==> src/common/gpb_pkg.sv <==
// Package for the general-purpose pin bank with wake events: map, fields and carriers
package gpb_pkg;

    //------------------------------------------------------------------
    // Sizes
    //------------------------------------------------------------------
    localparam int NPIN  = 22;              // Pins across the four data banks
    localparam int NBANK = 4;
    localparam int AW    = 16;              // Host address width
    localparam int DW    = 8;               // Host data width

    //------------------------------------------------------------------
    // Runtime register offsets from the block base
    //------------------------------------------------------------------
    localparam logic [7:0] DATA_OFS [NBANK] = '{8'h4d, 8'h4e, 8'h4f, 8'h50};
    localparam logic [7:0] WSTS_OFS [NBANK] = '{8'h08, 8'h09, 8'h0a, 8'h0b};
    localparam logic [7:0] WEN_OFS  [NBANK] = '{8'h0c, 8'h0d, 8'h0e, 8'h0f};
    localparam logic [7:0] SEN_OFS  [NBANK] = '{8'h10, 8'h11, 8'h12, 8'h13};
    localparam logic [7:0] GWEN_OFS         = 8'h14;
    localparam logic [7:0] CFG0_OFS         = 8'h23;  // Pin n config at CFG0_OFS + n

    //------------------------------------------------------------------
    // Bank layout: first pin index and number of used bits
    //------------------------------------------------------------------
    localparam int BANK_LO [NBANK] = '{0, 8, 12, 20};
    localparam int BANK_W  [NBANK] = '{8, 4, 8, 2};

    //------------------------------------------------------------------
    // Configuration fields and reset values
    //------------------------------------------------------------------
    localparam int         CFG_DIR   = 0;   // 1 = input, 0 = output
    localparam int         CFG_POL   = 1;   // 1 = inverted
    localparam int         CFG_ODRN  = 7;   // 1 = open drain, 0 = push-pull
    localparam logic [7:0] CFG_RST   = 8'h01;
    localparam int         GWEN_BIT  = 0;

    //------------------------------------------------------------------
    // Pin capabilities
    //------------------------------------------------------------------
    localparam logic [NPIN-1:0] WAKE_MASK  = 22'h3ffaff; // Two bank-D pins cannot wake
    localparam logic [NPIN-1:0] EITHER_EDGE_INTERRUPT_MODE_MASK  = 22'h300a00; // Either-edge capable pins
    localparam logic [NPIN-1:0] NOPOL_MASK = 22'h000800; // Device-disable control pin
    localparam logic [NPIN-1:0] KBC_MASK   = 22'h000000; // Keyboard port-bit pins

    //------------------------------------------------------------------
    // Carriers
    //------------------------------------------------------------------
    typedef struct packed {
        logic          rd;                  // Read strobe, one cycle
        logic          wr;                  // Write strobe, one cycle
        logic [AW-1:0] addr;
        logic [DW-1:0] wdata;
    } gpb_req_s;

    typedef struct packed {
        logic [NPIN-1:0] sel;               // Alternate function selected
        logic [NPIN-1:0] either_edge_interrupt_mode;              // Either-edge mode selected
        logic [NPIN-1:0] dout;              // Alternate function drive value
        logic [NPIN-1:0] doe;               // Alternate function wants to drive
    } gpb_alt_s;

endpackage

==> src/rtl/gpb_port_bank.sv <==
// General-purpose pin bank with data, config, wake status and event outputs
//
// Overview of operation
// - Config bit 0 picks direction: 0 output, 1 input.
// - Config bit 1 inverts the pin to data path both ways.
// - Config bit 7 picks open drain or push-pull, also for alternate functions.
// - Polarity inverts alternate functions except device-disable control and either-edge mode.
// - Reading an input pin's data bit latches the pin level, maybe inverted.
// - Writing the data bit of an input pin changes nothing.
// - An output pin drives its written data bit, inverted if polarity set.
// - Reading an output pin's data bit returns the last written value.
// - Data banks sit at offsets 4D, 4E, 4F, 50; unused upper bits reserved.
// - Keyboard port-bit alternate functions make the pin bidirectional.
// - Polarity picks the wake edge; clear means rising edge sets status.
// - Wake event output needs status, per-pin enable and global enable all set.
// - Writing one clears a wake status bit; writing zero leaves it.
// - Register block decoded at base from config registers 0x60 and 0x61.
// - Wake-capable pins raise a management interrupt when status and enable set.
// - Either-edge pins set status on both edges, even with enable clear.
`timescale 1ns/10ps
`default_nettype none

module gpb_port_bank
    import gpb_pkg::*;
(
    // Clock and reset
    input  wire logic            I_CLK,
    input  wire logic            I_RST,
    // Host register port and block base
    input  wire gpb_req_s        I_REQ,
    input  wire logic [7:0]      I_BASE_HI,
    input  wire logic [7:0]      I_BASE_LO,
    output logic [DW-1:0]        O_RDATA,
    output logic                 O_RVALID,
    // Pins
    input  wire logic [NPIN-1:0] I_PIN,
    output logic [NPIN-1:0]      O_PIN_OUT,
    output logic [NPIN-1:0]      O_PIN_OE,
    // Alternate functions
    input  wire gpb_alt_s        I_ALT,
    output logic [NPIN-1:0]      O_ALT_IN,
    // Events
    output logic                 O_PME,
    output logic                 O_SMI
);

    //------------------------------------------------------------------
    // State
    //------------------------------------------------------------------
    logic [NPIN-1:0] sync1_reg, sync2_reg, sync3_reg, filt_reg, prev_reg;
    logic [NPIN-1:0] filt_next;
    logic [NPIN-1:0] data_reg, data_next;
    logic [7:0]      cfg_reg  [NPIN];
    logic [7:0]      cfg_next [NPIN];
    logic [NPIN-1:0] wsts_reg, wsts_next;
    logic [NPIN-1:0] wen_reg, wen_next;
    logic [NPIN-1:0] sen_reg, sen_next;
    logic            gwen_reg, gwen_next;
    logic [DW-1:0]   rdata_reg, rdata_next;
    logic            rvalid_reg, rvalid_next;
    logic [NPIN-1:0] pout_reg, pout_next;
    logic [NPIN-1:0] poe_reg, poe_next;
    logic [NPIN-1:0] altin_reg, altin_next;
    logic            pme_reg, pme_next;
    logic            smi_reg, smi_next;

    //------------------------------------------------------------------
    // Address decode
    //------------------------------------------------------------------
    logic [AW-1:0] ofs;
    logic          hit;
    logic [7:0]    ofs8;

    // Offset from the base held in the logical device config pair
    assign ofs  = I_REQ.addr - {I_BASE_HI, I_BASE_LO};
    assign hit  = (ofs[AW-1:8] == 8'h00);
    assign ofs8 = ofs[7:0];

    //------------------------------------------------------------------
    // Per-pin views of the configuration
    //------------------------------------------------------------------
    logic [NPIN-1:0] pol, is_out, odrn, either_edge_interrupt_mode_act, alt_pol, rd_val;
    logic [NPIN-1:0] rise, fall, evt;

    genvar g;
    generate
        for (g = 0; g < NPIN; g++) begin : g_pin
            logic val;
            logic drv;
            logic od;
            assign pol[g]      = cfg_reg[g][CFG_POL];
            assign is_out[g]   = ~cfg_reg[g][CFG_DIR];
            assign odrn[g]     = cfg_reg[g][CFG_ODRN];
            // Either-edge mode only exists on capable pins
            assign either_edge_interrupt_mode_act[g] = I_ALT.either_edge_interrupt_mode[g] & EITHER_EDGE_INTERRUPT_MODE_MASK[g];
            assign alt_pol[g]  = pol[g] & ~NOPOL_MASK[g] & ~either_edge_interrupt_mode_act[g];

            // Value seen by a data read: output latch or filtered pin
            assign rd_val[g] = (is_out[g] & ~either_edge_interrupt_mode_act[g] & ~I_ALT.sel[g])
                             ? data_reg[g]
                             : filt_reg[g] ^ pol[g];

            // Drive source: either-edge pins never drive, since direction
            // and driver bits have no effect in that mode
            always_comb begin
                if (either_edge_interrupt_mode_act[g]) begin
                    val = 1'b0;
                    drv = 1'b0;
                end else if (I_ALT.sel[g]) begin
                    val = I_ALT.dout[g] ^ alt_pol[g];
                    drv = KBC_MASK[g] | I_ALT.doe[g];
                end else begin
                    val = data_reg[g] ^ pol[g];
                    drv = is_out[g];
                end
            end

            // Keyboard port bits are wired-and so both ends can pull low
            assign od           = odrn[g] | (KBC_MASK[g] & I_ALT.sel[g]);
            assign pout_next[g] = od ? 1'b0 : val;
            assign poe_next[g]  = drv & (~od | ~val);
        end
    endgenerate

    //------------------------------------------------------------------
    // Edge selection for wake status
    //------------------------------------------------------------------
    assign rise = filt_reg & ~prev_reg;
    assign fall = ~filt_reg & prev_reg;
    // Polarity clear means rising edge; either-edge pins take both
    assign evt  = WAKE_MASK & ((either_edge_interrupt_mode_act & (rise | fall))
                             | (~either_edge_interrupt_mode_act & ~pol & rise)
                             | (~either_edge_interrupt_mode_act & pol & fall));

    //------------------------------------------------------------------
    // Pin input filter: a change counts once stages two and three agree
    //------------------------------------------------------------------
    assign filt_next = (~(sync2_reg ^ sync3_reg) & sync3_reg)
                     | ((sync2_reg ^ sync3_reg) & filt_reg);

    always_ff @(posedge I_CLK or posedge I_RST) begin
        if (I_RST) begin
            sync1_reg <= '0;
            sync2_reg <= '0;
            sync3_reg <= '0;
            filt_reg  <= '0;
            prev_reg  <= '0;
        end else begin
            sync1_reg <= I_PIN;
            sync2_reg <= sync1_reg;
            sync3_reg <= sync2_reg;
            filt_reg  <= filt_next;
            prev_reg  <= filt_reg;
        end
    end

    //------------------------------------------------------------------
    // Register writes, status update and read mux
    //------------------------------------------------------------------
    always_comb begin
        logic [NPIN-1:0] clr;
        logic [NPIN-1:0] bank_src;
        logic [DW-1:0]   rd;
        int              p;
        clr         = '0;
        bank_src    = '0;
        rd          = '0;
        p           = 0;
        data_next   = data_reg;
        cfg_next    = cfg_reg;
        wen_next    = wen_reg;
        sen_next    = sen_reg;
        gwen_next   = gwen_reg;
        rdata_next  = rdata_reg;
        rvalid_next = I_REQ.rd & hit;

        // Banked registers; bits past the bank width are reserved
        for (int b = 0; b < NBANK; b++) begin
            for (int j = 0; j < BANK_W[b]; j++) begin
                p = BANK_LO[b] + j;
                if (I_REQ.wr && hit && ofs8 == DATA_OFS[b] && is_out[p]) begin
                    data_next[p] = I_REQ.wdata[j];
                end
                if (I_REQ.wr && hit && ofs8 == WSTS_OFS[b]) begin
                    clr[p] = I_REQ.wdata[j];
                end
                if (I_REQ.wr && hit && ofs8 == WEN_OFS[b]) begin
                    wen_next[p] = I_REQ.wdata[j];
                end
                if (I_REQ.wr && hit && ofs8 == SEN_OFS[b]) begin
                    sen_next[p] = I_REQ.wdata[j];
                end
                if (ofs8 == DATA_OFS[b]) begin
                    rd[j] = rd_val[p];
                end else if (ofs8 == WSTS_OFS[b]) begin
                    rd[j] = wsts_reg[p];
                end else if (ofs8 == WEN_OFS[b]) begin
                    rd[j] = wen_reg[p];
                end else if (ofs8 == SEN_OFS[b]) begin
                    rd[j] = sen_reg[p];
                end
            end
        end

        // Per-pin configuration bytes
        for (int q = 0; q < NPIN; q++) begin
            if (ofs8 == CFG0_OFS + 8'(q)) begin
                rd = cfg_reg[q];
                if (I_REQ.wr && hit) begin
                    cfg_next[q] = I_REQ.wdata;
                end
            end
        end

        // Global wake enable
        if (ofs8 == GWEN_OFS) begin
            rd[GWEN_BIT] = gwen_reg;
            if (I_REQ.wr && hit) begin
                gwen_next = I_REQ.wdata[GWEN_BIT];
            end
        end

        // A new edge in the clearing cycle survives the clear
        wsts_next = (wsts_reg & ~clr) | evt;

        // Input level captured at the read itself
        if (I_REQ.rd && hit) begin
            rdata_next = rd;
        end

        altin_next = filt_reg ^ alt_pol;
        pme_next   = gwen_reg & |(wsts_reg & wen_reg);
        smi_next   = |(wsts_reg & sen_reg);
    end

    //------------------------------------------------------------------
    // Register stage
    //------------------------------------------------------------------
    always_ff @(posedge I_CLK or posedge I_RST) begin
        if (I_RST) begin
            data_reg   <= '0;
            wsts_reg   <= '0;
            wen_reg    <= '0;
            sen_reg    <= '0;
            gwen_reg   <= 1'b0;
            rdata_reg  <= '0;
            rvalid_reg <= 1'b0;
            pout_reg   <= '0;
            poe_reg    <= '0;
            altin_reg  <= '0;
            pme_reg    <= 1'b0;
            smi_reg    <= 1'b0;
            for (int q = 0; q < NPIN; q++) begin
                cfg_reg[q] <= CFG_RST;
            end
        end else begin
            data_reg   <= data_next;
            cfg_reg    <= cfg_next;
            wsts_reg   <= wsts_next;
            wen_reg    <= wen_next;
            sen_reg    <= sen_next;
            gwen_reg   <= gwen_next;
            rdata_reg  <= rdata_next;
            rvalid_reg <= rvalid_next;
            pout_reg   <= pout_next;
            poe_reg    <= poe_next;
            altin_reg  <= altin_next;
            pme_reg    <= pme_next;
            smi_reg    <= smi_next;
        end
    end

    //------------------------------------------------------------------
    // Outputs, all straight from flip-flops
    //------------------------------------------------------------------
    assign O_RDATA   = rdata_reg;
    assign O_RVALID  = rvalid_reg;
    assign O_PIN_OUT = pout_reg;
    assign O_PIN_OE  = poe_reg;
    assign O_ALT_IN  = altin_reg;
    assign O_PME     = pme_reg;
    assign O_SMI     = smi_reg;

endmodule

`default_nettype wire

==> config.mk <==
export PLATFORM = sky130hd
export DESIGN_NAME = gpb_port_bank
export DESIGN_NICKNAME = d
export VERILOG_FILES = /design/src/common/gpb_pkg.sv /design/src/rtl/gpb_port_bank.sv
export SDC_FILE = /design/constraint.sdc
export NUM_CORES = 1
export LEC_CHECK = 0
export BUFFER_PORTS_ARGS = -buffer_cell sky130_fd_sc_hd__buf_2
export CORE_MARGIN = 3
export CORE_UTILIZATION = 45
export DETAILED_ROUTE_END_ITERATION = 10
export GPL_ROUTABILITY_DRIVEN = 1
export PLACE_DENSITY_LB_ADDON = 0.25
export RECOVER_POWER = 100
export SLEW_MARGIN = 20
export SYNTH_ARGS = -nofsm -noshare
export SYNTH_HDL_FRONTEND = slang
export SYNTH_SLANG_ARGS = --single-unit
==> constraint.sdc <==
create_clock -name I_CLK -period 17.1 [get_ports I_CLK]
set_clock_uncertainty 0.2 [all_clocks]
set_input_delay 3.42 -clock I_CLK [delete_from_list [all_inputs] [get_ports I_CLK]]
set_output_delay 3.42 -clock I_CLK [all_outputs]
set_load 0.01 [all_outputs]
==> flow_summary.html, run 1 <==
<table>
<tr><th>Metric</th><th>Value</th></tr>
<tr><th colspan="2">Synth</th></tr>
<tr><td>Number of synthesized flops with an enable pin</td><td>0</td></tr>
<tr><td>Share of the synthesized area in the top cell type</td><td>50.21%</td></tr>
<tr><td>Largest cells by area after synthesis</td><td>sky130_fd_sc_hd__dfrtp_1 (50%), sky130_fd_sc_hd__mux2_2 (13%), sky130_fd_sc_hd__dfstp_2 (2.7%), sky130_fd_sc_hd__nor2_1 (2.6%), sky130_fd_sc_hd__nand2_1 (2.0%)</td></tr>
<tr><td>Share of flip-flops with an asynchronous set or reset</td><td>100.0%</td></tr>
<tr><td>Post-Syn Instances</td><td>1844</td></tr>
<tr><td>Synthesis Warnings</td><td>0</td></tr>
<tr><td>Number of synthesized register bits</td><td>449</td></tr>
<tr><td>Most used standard cell by instance count after synthesis</td><td>sky130_fd_sc_hd__dfrtp_1</td></tr>
<tr><td>Post-synthesis net count</td><td>2023</td></tr>
<tr><td>Top cells by count, synth</td><td>sky130_fd_sc_hd__dfrtp_1 (427), sky130_fd_sc_hd__mux2_2 (248), sky130_fd_sc_hd__nor2_1 (145), sky130_fd_sc_hd__nand2_1 (112), sky130_fd_sc_hd__o21ai_0 (63)</td></tr>
<tr><td>Yosys cell types</td><td>88</td></tr>
<tr><td>Commonest register cell after synthesis</td><td>sky130_fd_sc_hd__dfrtp_1</td></tr>
<tr><td>Post-synthesis sequential area ratio</td><td>52.93%</td></tr>
<tr><td>Cell area after synthesis</td><td>21280 sq um</td></tr>
<tr><td>Library cell with the largest summed area after synthesis</td><td>sky130_fd_sc_hd__dfrtp_1</td></tr>
<tr><td>Post-Syn Area per Cell</td><td>11.54 sq um</td></tr>
<tr><th colspan="2">Finish</th></tr>
<tr><td>Net count reported at finish</td><td>2244</td></tr>
<tr><td>Flip-flop count of the largest register after layout</td><td>158</td></tr>
<tr><td>Fraction of final layout cells sized beyond drive strength 1</td><td>24.17%</td></tr>
<tr><td>Number of filler cells placed in the layout</td><td>4165</td></tr>
<tr><td>Signed area change from the synthesized netlist to the final layout</td><td>14.11%</td></tr>
<tr><th colspan="2">Pwr</th></tr>
<tr><td>Maximum ir drop on the vdd rail</td><td>0.07758 mV</td></tr>
<tr><td>Static power due to leakage</td><td>10.97 nW</td></tr>
<tr><td>Total power</td><td>0.002484 W</td></tr>
<tr><td>Power Density</td><td>102.3 nW/um^2</td></tr>
<tr><th colspan="2">Floorplan</th></tr>
<tr><td>Die Y</td><td>223.5 microns</td></tr>
<tr><td>Core area</td><td>46650 sq um</td></tr>
<tr><td>Starting Density</td><td>45.61%</td></tr>
<tr><td>Row count</td><td>79</td></tr>
<tr><td>Die area</td><td>49930 sq um</td></tr>
<tr><td>Ports</td><td>231</td></tr>
<tr><td>Die X</td><td>223.5 microns</td></tr>
<tr><th colspan="2">Job</th></tr>
<tr><td>Number of max-capacitance violations reported</td><td>5</td></tr>
<tr><th colspan="2">Drt</th></tr>
<tr><td>Number of search-and-repair iterations in the first detailed-routing pass</td><td>5</td></tr>
<tr><td>Number of routed nets with antenna violations</td><td>0</td></tr>
<tr><td>Via count of the routed design</td><td>16.72k</td></tr>
<tr><td>Post-DR vias/cell</td><td>6.169</td></tr>
<tr><td>DRC violation count after routing</td><td>0</td></tr>
<tr><td>Final WL</td><td>76610 microns</td></tr>
<tr><td>Drt first-iter violations</td><td>1533</td></tr>
<tr><td>Avg WL per Cell</td><td>28.27 microns</td></tr>
<tr><th colspan="2">Clocking</th></tr>
<tr><td>Clock transition at path regs</td><td>60 ps</td></tr>
<tr><td>Library cell used as clock root buffer</td><td>sky130_fd_sc_hd__clkbuf_16</td></tr>
<tr><td>Clock H-tree levels</td><td>2</td></tr>
<tr><td>CTS Buf Count</td><td>47</td></tr>
<tr><td>Maximum buffer depth of the clock tree</td><td>3</td></tr>
<tr><td>TritonCTS clock tree</td><td>built</td></tr>
<tr><td>Number of post-CTS setup repair buffers</td><td>0</td></tr>
<tr><td>Skew-Pair Late Insertion Delay</td><td>590 ps</td></tr>
<tr><td>Hold buffers post-CTS</td><td>0</td></tr>
<tr><td>Clock sink total</td><td>449</td></tr>
<tr><td>Resize count post-CTS</td><td>0</td></tr>
<tr><th colspan="2">Critical path</th></tr>
<tr><td>Number of cells traversed by the worst register-to-register path</td><td>8</td></tr>
<tr><td>Minimum setup slack among reg-to-reg paths</td><td>14060 ps</td></tr>
<tr><td>CP Cell Sequence</td><td>clkbuf_1, clkinvlp_2, clkbuf_1, buf_4, buf_6</td></tr>
<tr><td>Crit path launch type</td><td>input port</td></tr>
<tr><td>Arrival time at the worst endpoint</td><td>10100 ps</td></tr>
<tr><td>CP max stage delay</td><td>2440 ps</td></tr>
<tr><td>Worst R2R Start</td><td>alt_pol[8]</td></tr>
<tr><td>Crit path max fanout</td><td>107</td></tr>
<tr><td>Kind of cell with the highest combined delay on the critical path</td><td>buffers and inverters</td></tr>
<tr><td>Req. time, crit path</td><td>17530 ps</td></tr>
<tr><td>Capturing point of the worst reg2reg path</td><td>O_RDATA[0]</td></tr>
<tr><td>Buffering stage count on the worst path with inverters included</td><td>5</td></tr>
<tr><td>Max stage delay cell, worst path</td><td>sky130_fd_sc_hd__clkinvlp_2</td></tr>
<tr><td>Worst path most repeated cell</td><td>sky130_fd_sc_hd__clkbuf_1</td></tr>
<tr><td>Endpoint class of the critical path</td><td>async pin</td></tr>
<tr><td>Worst Setup Path Type</td><td>in -&gt; async</td></tr>
<tr><th colspan="2">Timing</th></tr>
<tr><td>Max_slew headroom</td><td>-196.7%</td></tr>
<tr><td>Transition time of the tightest slew-check pin</td><td>4426 ps</td></tr>
<tr><td>Setup TNS</td><td>0 ps</td></tr>
<tr><td>Setup-failing EPs final</td><td>0</td></tr>
<tr><td>Number of slew-limit violations in the final report</td><td>288</td></tr>
<tr><td>Final worst path period need</td><td>9674 ps</td></tr>
<tr><td>Upper clock frequency limit</td><td>103.4 MHz</td></tr>
<tr><td>Share of the cycle needed by the critical path after routing</td><td>56.57%</td></tr>
<tr><td>RSZ-0062 raised after global routing</td><td>false</td></tr>
<tr><td>Final number of hold-violating endpoints</td><td>0</td></tr>
<tr><th colspan="2">Placement</th></tr>
<tr><td>Buffers on Ports</td><td>212</td></tr>
<tr><td>Placer's final routability congestion estimate</td><td>0.9857</td></tr>
<tr><td>HPWL after DPL</td><td>55360 microns</td></tr>
<tr><th colspan="2">Hold path</th></tr>
<tr><td>Hold path startpoint</td><td>sync1_reg[0]</td></tr>
<tr><td>Number of stages on the worst hold path</td><td>0</td></tr>
<tr><td>Terminating pin of the worst hold path</td><td>sync2_reg[0]</td></tr>
<tr><td>Worst hold-check path type</td><td>reg -&gt; reg</td></tr>
<tr><th colspan="2">GRT</th></tr>
<tr><td>Largest net degree at the start of global routing</td><td>108</td></tr>
<tr><td>Total routing usage reported by global routing</td><td>30.49%</td></tr>
<tr><td>Initial antenna violation count</td><td>2</td></tr>
<tr><td>Vias in the first global route</td><td>16.75k</td></tr>
<tr><td>Wire length of the first global-routing pass</td><td>112700 microns</td></tr>
<tr><td>Total gr overflow</td><td>0</td></tr>
<tr><th colspan="2">Status</th></tr>
<tr><td>Failing checks</td><td>max-capacitance violations, max-slew violations</td></tr>
<tr><td>Run status</td><td>complete, but fails checks</td></tr>
</table>
## metrics by stage
| step | util, % | cell area [sq um] | instances | hold slack [ps] | worst slack, ps |
|---|---|---|---|---|---|
| after floorplan | - | 21280 | 1844 | 131.2 | 1003 |
| after global placement | 49.38 | 23040 | 2623 | 132.6 | 8671 |
| after global routing | 52.04 | 24280 | 2709 | 153.2 | 6028 |
| after CTS | 52.72 | 24600 | 2709 | 148.9 | 9356 |
| final | 52.05 | 24280 | 2710 | 146.3 | 7426 |
| after detailed placement | 49.38 | 23040 | 2623 | 134.7 | 8796 |
## cells by family after synthesis
logic type	count (synthesis)	synth area share, %
AO/OA/AOI/OAI	359	11.85
XOR/XNOR	56	2.340
adder cells (fa/ha/maj)	47	2.540
buffers and inverters	112	2.246
flip-flops	449	52.93
multiplexers	294	15.37
AND/OR/NAND/NOR	527	12.72
## cell usage in the layout, fill, tap and decap left out, drive strengths merged, types with 30 or more instances in the layout
| cell | count |
|---|---|
| mux2i | 41 |
| mux2 | 252 |
| nand3 | 46 |
| xor2 | 42 |
| nand2 | 114 |
| a22oi | 31 |
| buf | 137 |
| nor3 | 71 |
| nor2 | 167 |
| clkbuf | 174 |
| o22ai | 30 |
| a21oi | 61 |
| nor2b | 35 |
| dfrtp | 427 |
| o21ai | 65 |
| inv | 40 |
## report_power, final
group,leakage [nW],switching (W),internal (W)
clock,0.756,0.000432,0.000612
combinational,4.53,0.000237,0.0000879
sequential,5.69,0.0000196,0.00109
total,11.0,0.000689,0.00179
## layer usage
metal  global-route usage, %  part of all wire, %
met2                   47.63                   45
met3                   4.908                  6.7
met4                   11.37                  4.3
met5                       0                    0
met1                   43.13                   44
## how the worst max path moves through the flow
stage,slack [ps],cells past startpoint,to,startpoint
4_1_cts,9360,14,O_RDATA[4],I_REQ[8]
5_1_grt,6030,4,sen_reg[20],I_RST
2_1_floorplan,1000,1,O_ALT_IN[0],I_RST
3_5_place_dp,8800,14,O_RDATA[4],I_REQ[8]
3_3_place_gp,8670,14,O_RDATA[2],I_REQ[8]
6_report,7430,5,data_reg[20],I_RST
## final cells by class
class / instances / area (sq um) / area share, %
tap: 607 / 759.5 / 3.128
sequential: 449 / 11260 / 46.39
antenna: 1 / 2.502 / 0.01031
clock buffer: 67 / 1311 / 5.400
multi-input combinational: 1283 / 9384 / 38.65
timing repair buffer: 244 / 1161 / 4.782
clock inverter: 19 / 249.0 / 1.025
inverter: 40 / 151.4 / 0.6235
Power figures use the tool's default switching activity.
==> inputs of run 2 (changes only) <==
- clock period: 17.1 -> 9.3 ns (I/O delays scaled with it)
==> run 2 against run 1 <==
Sequential power grew 85%. Register-to-register slack lost 7900 ps. Critical path type is now in -> reg. The flow still finishes with violations (max-capacitance violations, max-slew violations). Combinational power up 83%. Count of clock-buffer cells in the layout grew 9. Non-clock buffer count is 2 higher. Sequential share of layout area shrank 0.12 points.
==> flow_summary.html, run 2 (synthesis results as in run 1) <==
<table>
<tr><th>Metric</th><th>Value</th></tr>
<tr><th colspan="2">Status</th></tr>
<tr><td>Run status</td><td>complete, but fails checks (unchanged)</td></tr>
<tr><td>Failing checks</td><td>max-capacitance violations, max-slew violations (unchanged)</td></tr>
<tr><th colspan="2">Floorplan</th></tr>
<tr><td>Die Y</td><td>223.5 microns (unchanged)</td></tr>
<tr><td>Starting Density</td><td>45.61% (unchanged)</td></tr>
<tr><td>Die X</td><td>223.5 microns (unchanged)</td></tr>
<tr><td>Ports</td><td>231 (unchanged)</td></tr>
<tr><td>Core area</td><td>46650 sq um (unchanged)</td></tr>
<tr><td>Row count</td><td>79 (unchanged)</td></tr>
<tr><td>Die area</td><td>49930 sq um (unchanged)</td></tr>
<tr><th colspan="2">Pwr</th></tr>
<tr><td>Static power due to leakage</td><td>11.01 nW (was 10.97 nW)</td></tr>
<tr><td>Total power</td><td>0.004586 W (was 0.002484 W)</td></tr>
<tr><td>Maximum ir drop on the vdd rail</td><td>0.1501 mV (was 0.07758 mV)</td></tr>
<tr><td>Power Density</td><td>188.4 nW/um^2 (was 102.3 nW/um^2)</td></tr>
<tr><th colspan="2">Finish</th></tr>
<tr><td>Multi-input gate area in the final layout</td><td>9385 sq um (was 9384 sq um)</td></tr>
<tr><td>Signed area change from the synthesized netlist to the final layout</td><td>14.42% (was 14.11%)</td></tr>
<tr><td>Flip-flop count of the largest register after layout</td><td>158 (unchanged)</td></tr>
<tr><td>Commonest cells after routing, fill and taps aside</td><td>sky130_fd_sc_hd__dfrtp_1 (427), sky130_fd_sc_hd__mux2_2 (248), sky130_fd_sc_hd__nor2_1 (167) (was sky130_fd_sc_hd__dfrtp_1 (427), sky130_fd_sc_hd__mux2_2 (243), sky130_fd_sc_hd__nor2_1 (166))</td></tr>
<tr><td>Area occupied by registers</td><td>11260 sq um (unchanged)</td></tr>
<tr><td>Net count reported at finish</td><td>2248 (was 2244)</td></tr>
<tr><td>Ant diodes</td><td>0 (was 1)</td></tr>
<tr><td>Finished Layout Cells</td><td>2715 (was 2710)</td></tr>
<tr><td>Commonest non-fill, non-tap cell in the layout</td><td>sky130_fd_sc_hd__dfrtp_1 (unchanged)</td></tr>
<tr><td>Final Util</td><td>52.19% (was 52.05%)</td></tr>
<tr><td>Number of filler cells placed in the layout</td><td>4202 (was 4165)</td></tr>
<tr><td>Fraction of final layout cells sized beyond drive strength 1</td><td>24.38% (was 24.17%)</td></tr>
<tr><th colspan="2">Critical path</th></tr>
<tr><td>CP Cell Sequence</td><td>buf_2, inv_1, ha_1, fa_1, clkbuf_1, and2_0, nand2_1, nor3_1, nand2_1, o21a_1, a22o_1, o31ai_1, o21ai_0, o22a_1 (was clkbuf_1, clkinvlp_2, clkbuf_1, buf_4, buf_6)</td></tr>
<tr><td>Worst path most repeated cell</td><td>sky130_fd_sc_hd__nand2_1 (was sky130_fd_sc_hd__clkbuf_1)</td></tr>
<tr><td>Crit path launch type</td><td>input port (unchanged)</td></tr>
<tr><td>Arrival time at the worst endpoint</td><td>7780 ps (was 10100 ps)</td></tr>
<tr><td>Max stage delay cell, worst path</td><td>sky130_fd_sc_hd__clkbuf_1 (was sky130_fd_sc_hd__clkinvlp_2)</td></tr>
<tr><td>Crit path max fanout</td><td>16 (was 107)</td></tr>
<tr><td>Worst Setup Path Type</td><td>in -&gt; reg (was in -&gt; async)</td></tr>
<tr><td>Req. time, crit path</td><td>9580 ps (was 17530 ps)</td></tr>
<tr><td>Buffering stage count on the worst path with inverters included</td><td>3 (was 5)</td></tr>
<tr><td>CP max stage delay</td><td>1000 ps (was 2440 ps)</td></tr>
<tr><td>Kind of cell with the highest combined delay on the critical path</td><td>simple AND/OR/NAND/NOR gates (was buffers and inverters)</td></tr>
<tr><td>Endpoint class of the critical path</td><td>flip-flop (was async pin)</td></tr>
<tr><th colspan="2">Clocking</th></tr>
<tr><td>Clock H-tree levels</td><td>2 (unchanged)</td></tr>
<tr><td>TritonCTS clock tree</td><td>built (unchanged)</td></tr>
<tr><td>Hold buffers post-CTS</td><td>0 (unchanged)</td></tr>
<tr><td>Resize count post-CTS</td><td>0 (unchanged)</td></tr>
<tr><td>Clock sink total</td><td>449 (unchanged)</td></tr>
<tr><td>Clock transition at path regs</td><td>60 ps (about the same)</td></tr>
<tr><td>Library cell used as clock root buffer</td><td>sky130_fd_sc_hd__clkbuf_16 (unchanged)</td></tr>
<tr><td>Number of post-CTS setup repair buffers</td><td>0 (unchanged)</td></tr>
<tr><td>Maximum buffer depth of the clock tree</td><td>3 (unchanged)</td></tr>
<tr><td>Skew-Pair Late Insertion Delay</td><td>590 ps (about the same)</td></tr>
<tr><td>CTS Buf Count</td><td>49 (was 47)</td></tr>
<tr><th colspan="2">Drt</th></tr>
<tr><td>Via count of the routed design</td><td>16.63k (was 16.72k)</td></tr>
<tr><td>Post-DR vias/cell</td><td>6.124 (was 6.169)</td></tr>
<tr><td>Top Metal Used</td><td>met5 (was met4)</td></tr>
<tr><td>Detail Route met2 WL</td><td>34600 microns (was 34680 microns)</td></tr>
<tr><td>Number of routed nets with antenna violations</td><td>0 (unchanged)</td></tr>
<tr><td>Avg WL per Cell</td><td>28.33 microns (was 28.27 microns)</td></tr>
<tr><td>DRC violation count after routing</td><td>0 (unchanged)</td></tr>
<tr><td>Final WL</td><td>76910 microns (was 76610 microns)</td></tr>
<tr><td>Met1 Wirelength</td><td>33480 microns (was 33560 microns)</td></tr>
<tr><td>Met3 routed WL</td><td>5564 microns (was 5106 microns)</td></tr>
<tr><td>Drt first-iter violations</td><td>1559 (was 1533)</td></tr>
<tr><td>Number of search-and-repair iterations in the first detailed-routing pass</td><td>5 (unchanged)</td></tr>
<tr><th colspan="2">Timing</th></tr>
<tr><td>RSZ-0062 raised after global routing</td><td>false (unchanged)</td></tr>
<tr><td>Max_slew headroom</td><td>-134.5% (was -196.7%)</td></tr>
<tr><td>Share of the cycle needed by the critical path after routing</td><td>80.65%</td></tr>
<tr><td>Final worst path period need</td><td>7500 ps</td></tr>
<tr><td>Upper clock frequency limit</td><td>133.3 MHz</td></tr>
<tr><td>Transition time of the tightest slew-check pin</td><td>3517 ps (was 4426 ps)</td></tr>
<tr><td>Number of slew-limit violations in the final report</td><td>320 (was 288)</td></tr>
<tr><td>Setup-failing EPs final</td><td>0 (unchanged)</td></tr>
<tr><td>Setup TNS</td><td>0 ps (unchanged)</td></tr>
<tr><td>Worst hold margin</td><td>143.4 ps (was 146.3 ps)</td></tr>
<tr><td>Final number of hold-violating endpoints</td><td>0 (unchanged)</td></tr>
<tr><th colspan="2">Placement</th></tr>
<tr><td>Buffers on Ports</td><td>212 (unchanged)</td></tr>
<tr><td>Placed instance count</td><td>2624 (was 2623)</td></tr>
<tr><td>HPWL after DPL</td><td>55640 microns (was 55360 microns)</td></tr>
<tr><td>Placer's final routability congestion estimate</td><td>1.016 (was 0.9857)</td></tr>
<tr><th colspan="2">GRT</th></tr>
<tr><td>Total routing usage reported by global routing</td><td>30.69% (was 30.49%)</td></tr>
<tr><td>Largest net degree at the start of global routing</td><td>155 (was 108)</td></tr>
<tr><td>Vias in the first global route</td><td>16.72k (was 16.75k)</td></tr>
<tr><td>Initial antenna violation count</td><td>3 (was 2)</td></tr>
<tr><td>Wire length of the first global-routing pass</td><td>113600 microns (was 112700 microns)</td></tr>
<tr><td>Total gr overflow</td><td>0 (unchanged)</td></tr>
<tr><th colspan="2">Job</th></tr>
<tr><td>Number of max-capacitance violations reported</td><td>6 (was 5)</td></tr>
<tr><th colspan="2">Hold path</th></tr>
<tr><td>Worst hold-check path type</td><td>reg -&gt; reg (unchanged)</td></tr>
</table>
==> run 2: layer usage <==
| metal | vias up | track usage, % |
|---|---|---|
| met3 | 147 | 5.921 |
| li1 | 7235 | - |
| met1 | 8552 | 43.03 |
| met2 | 688 | 47.56 |
| met4 | 4 | 11.56 |
| met5 | - | 0 |
==> run 2: final timing paths <==
kind	cells after the start	startpoint	slack [ps]	endpoint
max in group asynchronous	4	I_RST	2610	alt_pol[0]
max	14	I_REQ[8]	1800	O_RDATA[4]
min reg2reg	0	sync1_reg[0]	140	sync2_reg[0]
max reg2reg	9	cfg_reg[86]	6190	O_RDATA[6]
min in group asynchronous	2	I_RST	1110	prev_reg[9]
min	0	sync1_reg[0]	140	sync2_reg[0]
==> run 2: final cells by class <==
cell class                      instances  area share (%)
Clock buffer                           76           5.951
Clock inverter                         14          0.6527
Inverter                               40          0.6218
Multi-Input combinational cell       1283           38.55
Sequential cell                       449           46.26
Tap cell                              607           3.119
Timing Repair Buffer                  246           4.846
==> run 2: worst reg2reg max path, cell delays in order (launching register included) <==
cell and delay [ps]:
sky130_fd_sc_hd__dfrtp_1 370, sky130_fd_sc_hd__mux2i_1 150, sky130_fd_sc_hd__nor2_1 60, sky130_fd_sc_hd__a21oi_1 180, sky130_fd_sc_hd__nor3_1 70, sky130_fd_sc_hd__a221o_1 360, sky130_fd_sc_hd__a2111oi_0 730, sky130_fd_sc_hd__o2111ai_1 280
sky130_fd_sc_hd__a211oi_1 460, sky130_fd_sc_hd__nor3_1 120
==> run 2: metrics by stage <==
step / cell area [sq um] / setup slack (ps)
floorplan: 21280 / 1187
global placement: 23080 / 2573
detailed placement: 23080 / 2533
CTS: 24690 / 3120
global route: 24350 / 1589
finish: 24350 / 1800
==> run 2: where the power goes <==
part | switching (W) | internal, W
Clock | 0.000808 | 0.00113
Sequential | 0.0000360 | 0.00201
Combinational | 0.000434 | 0.000162
Total | 0.00128 | 0.00331
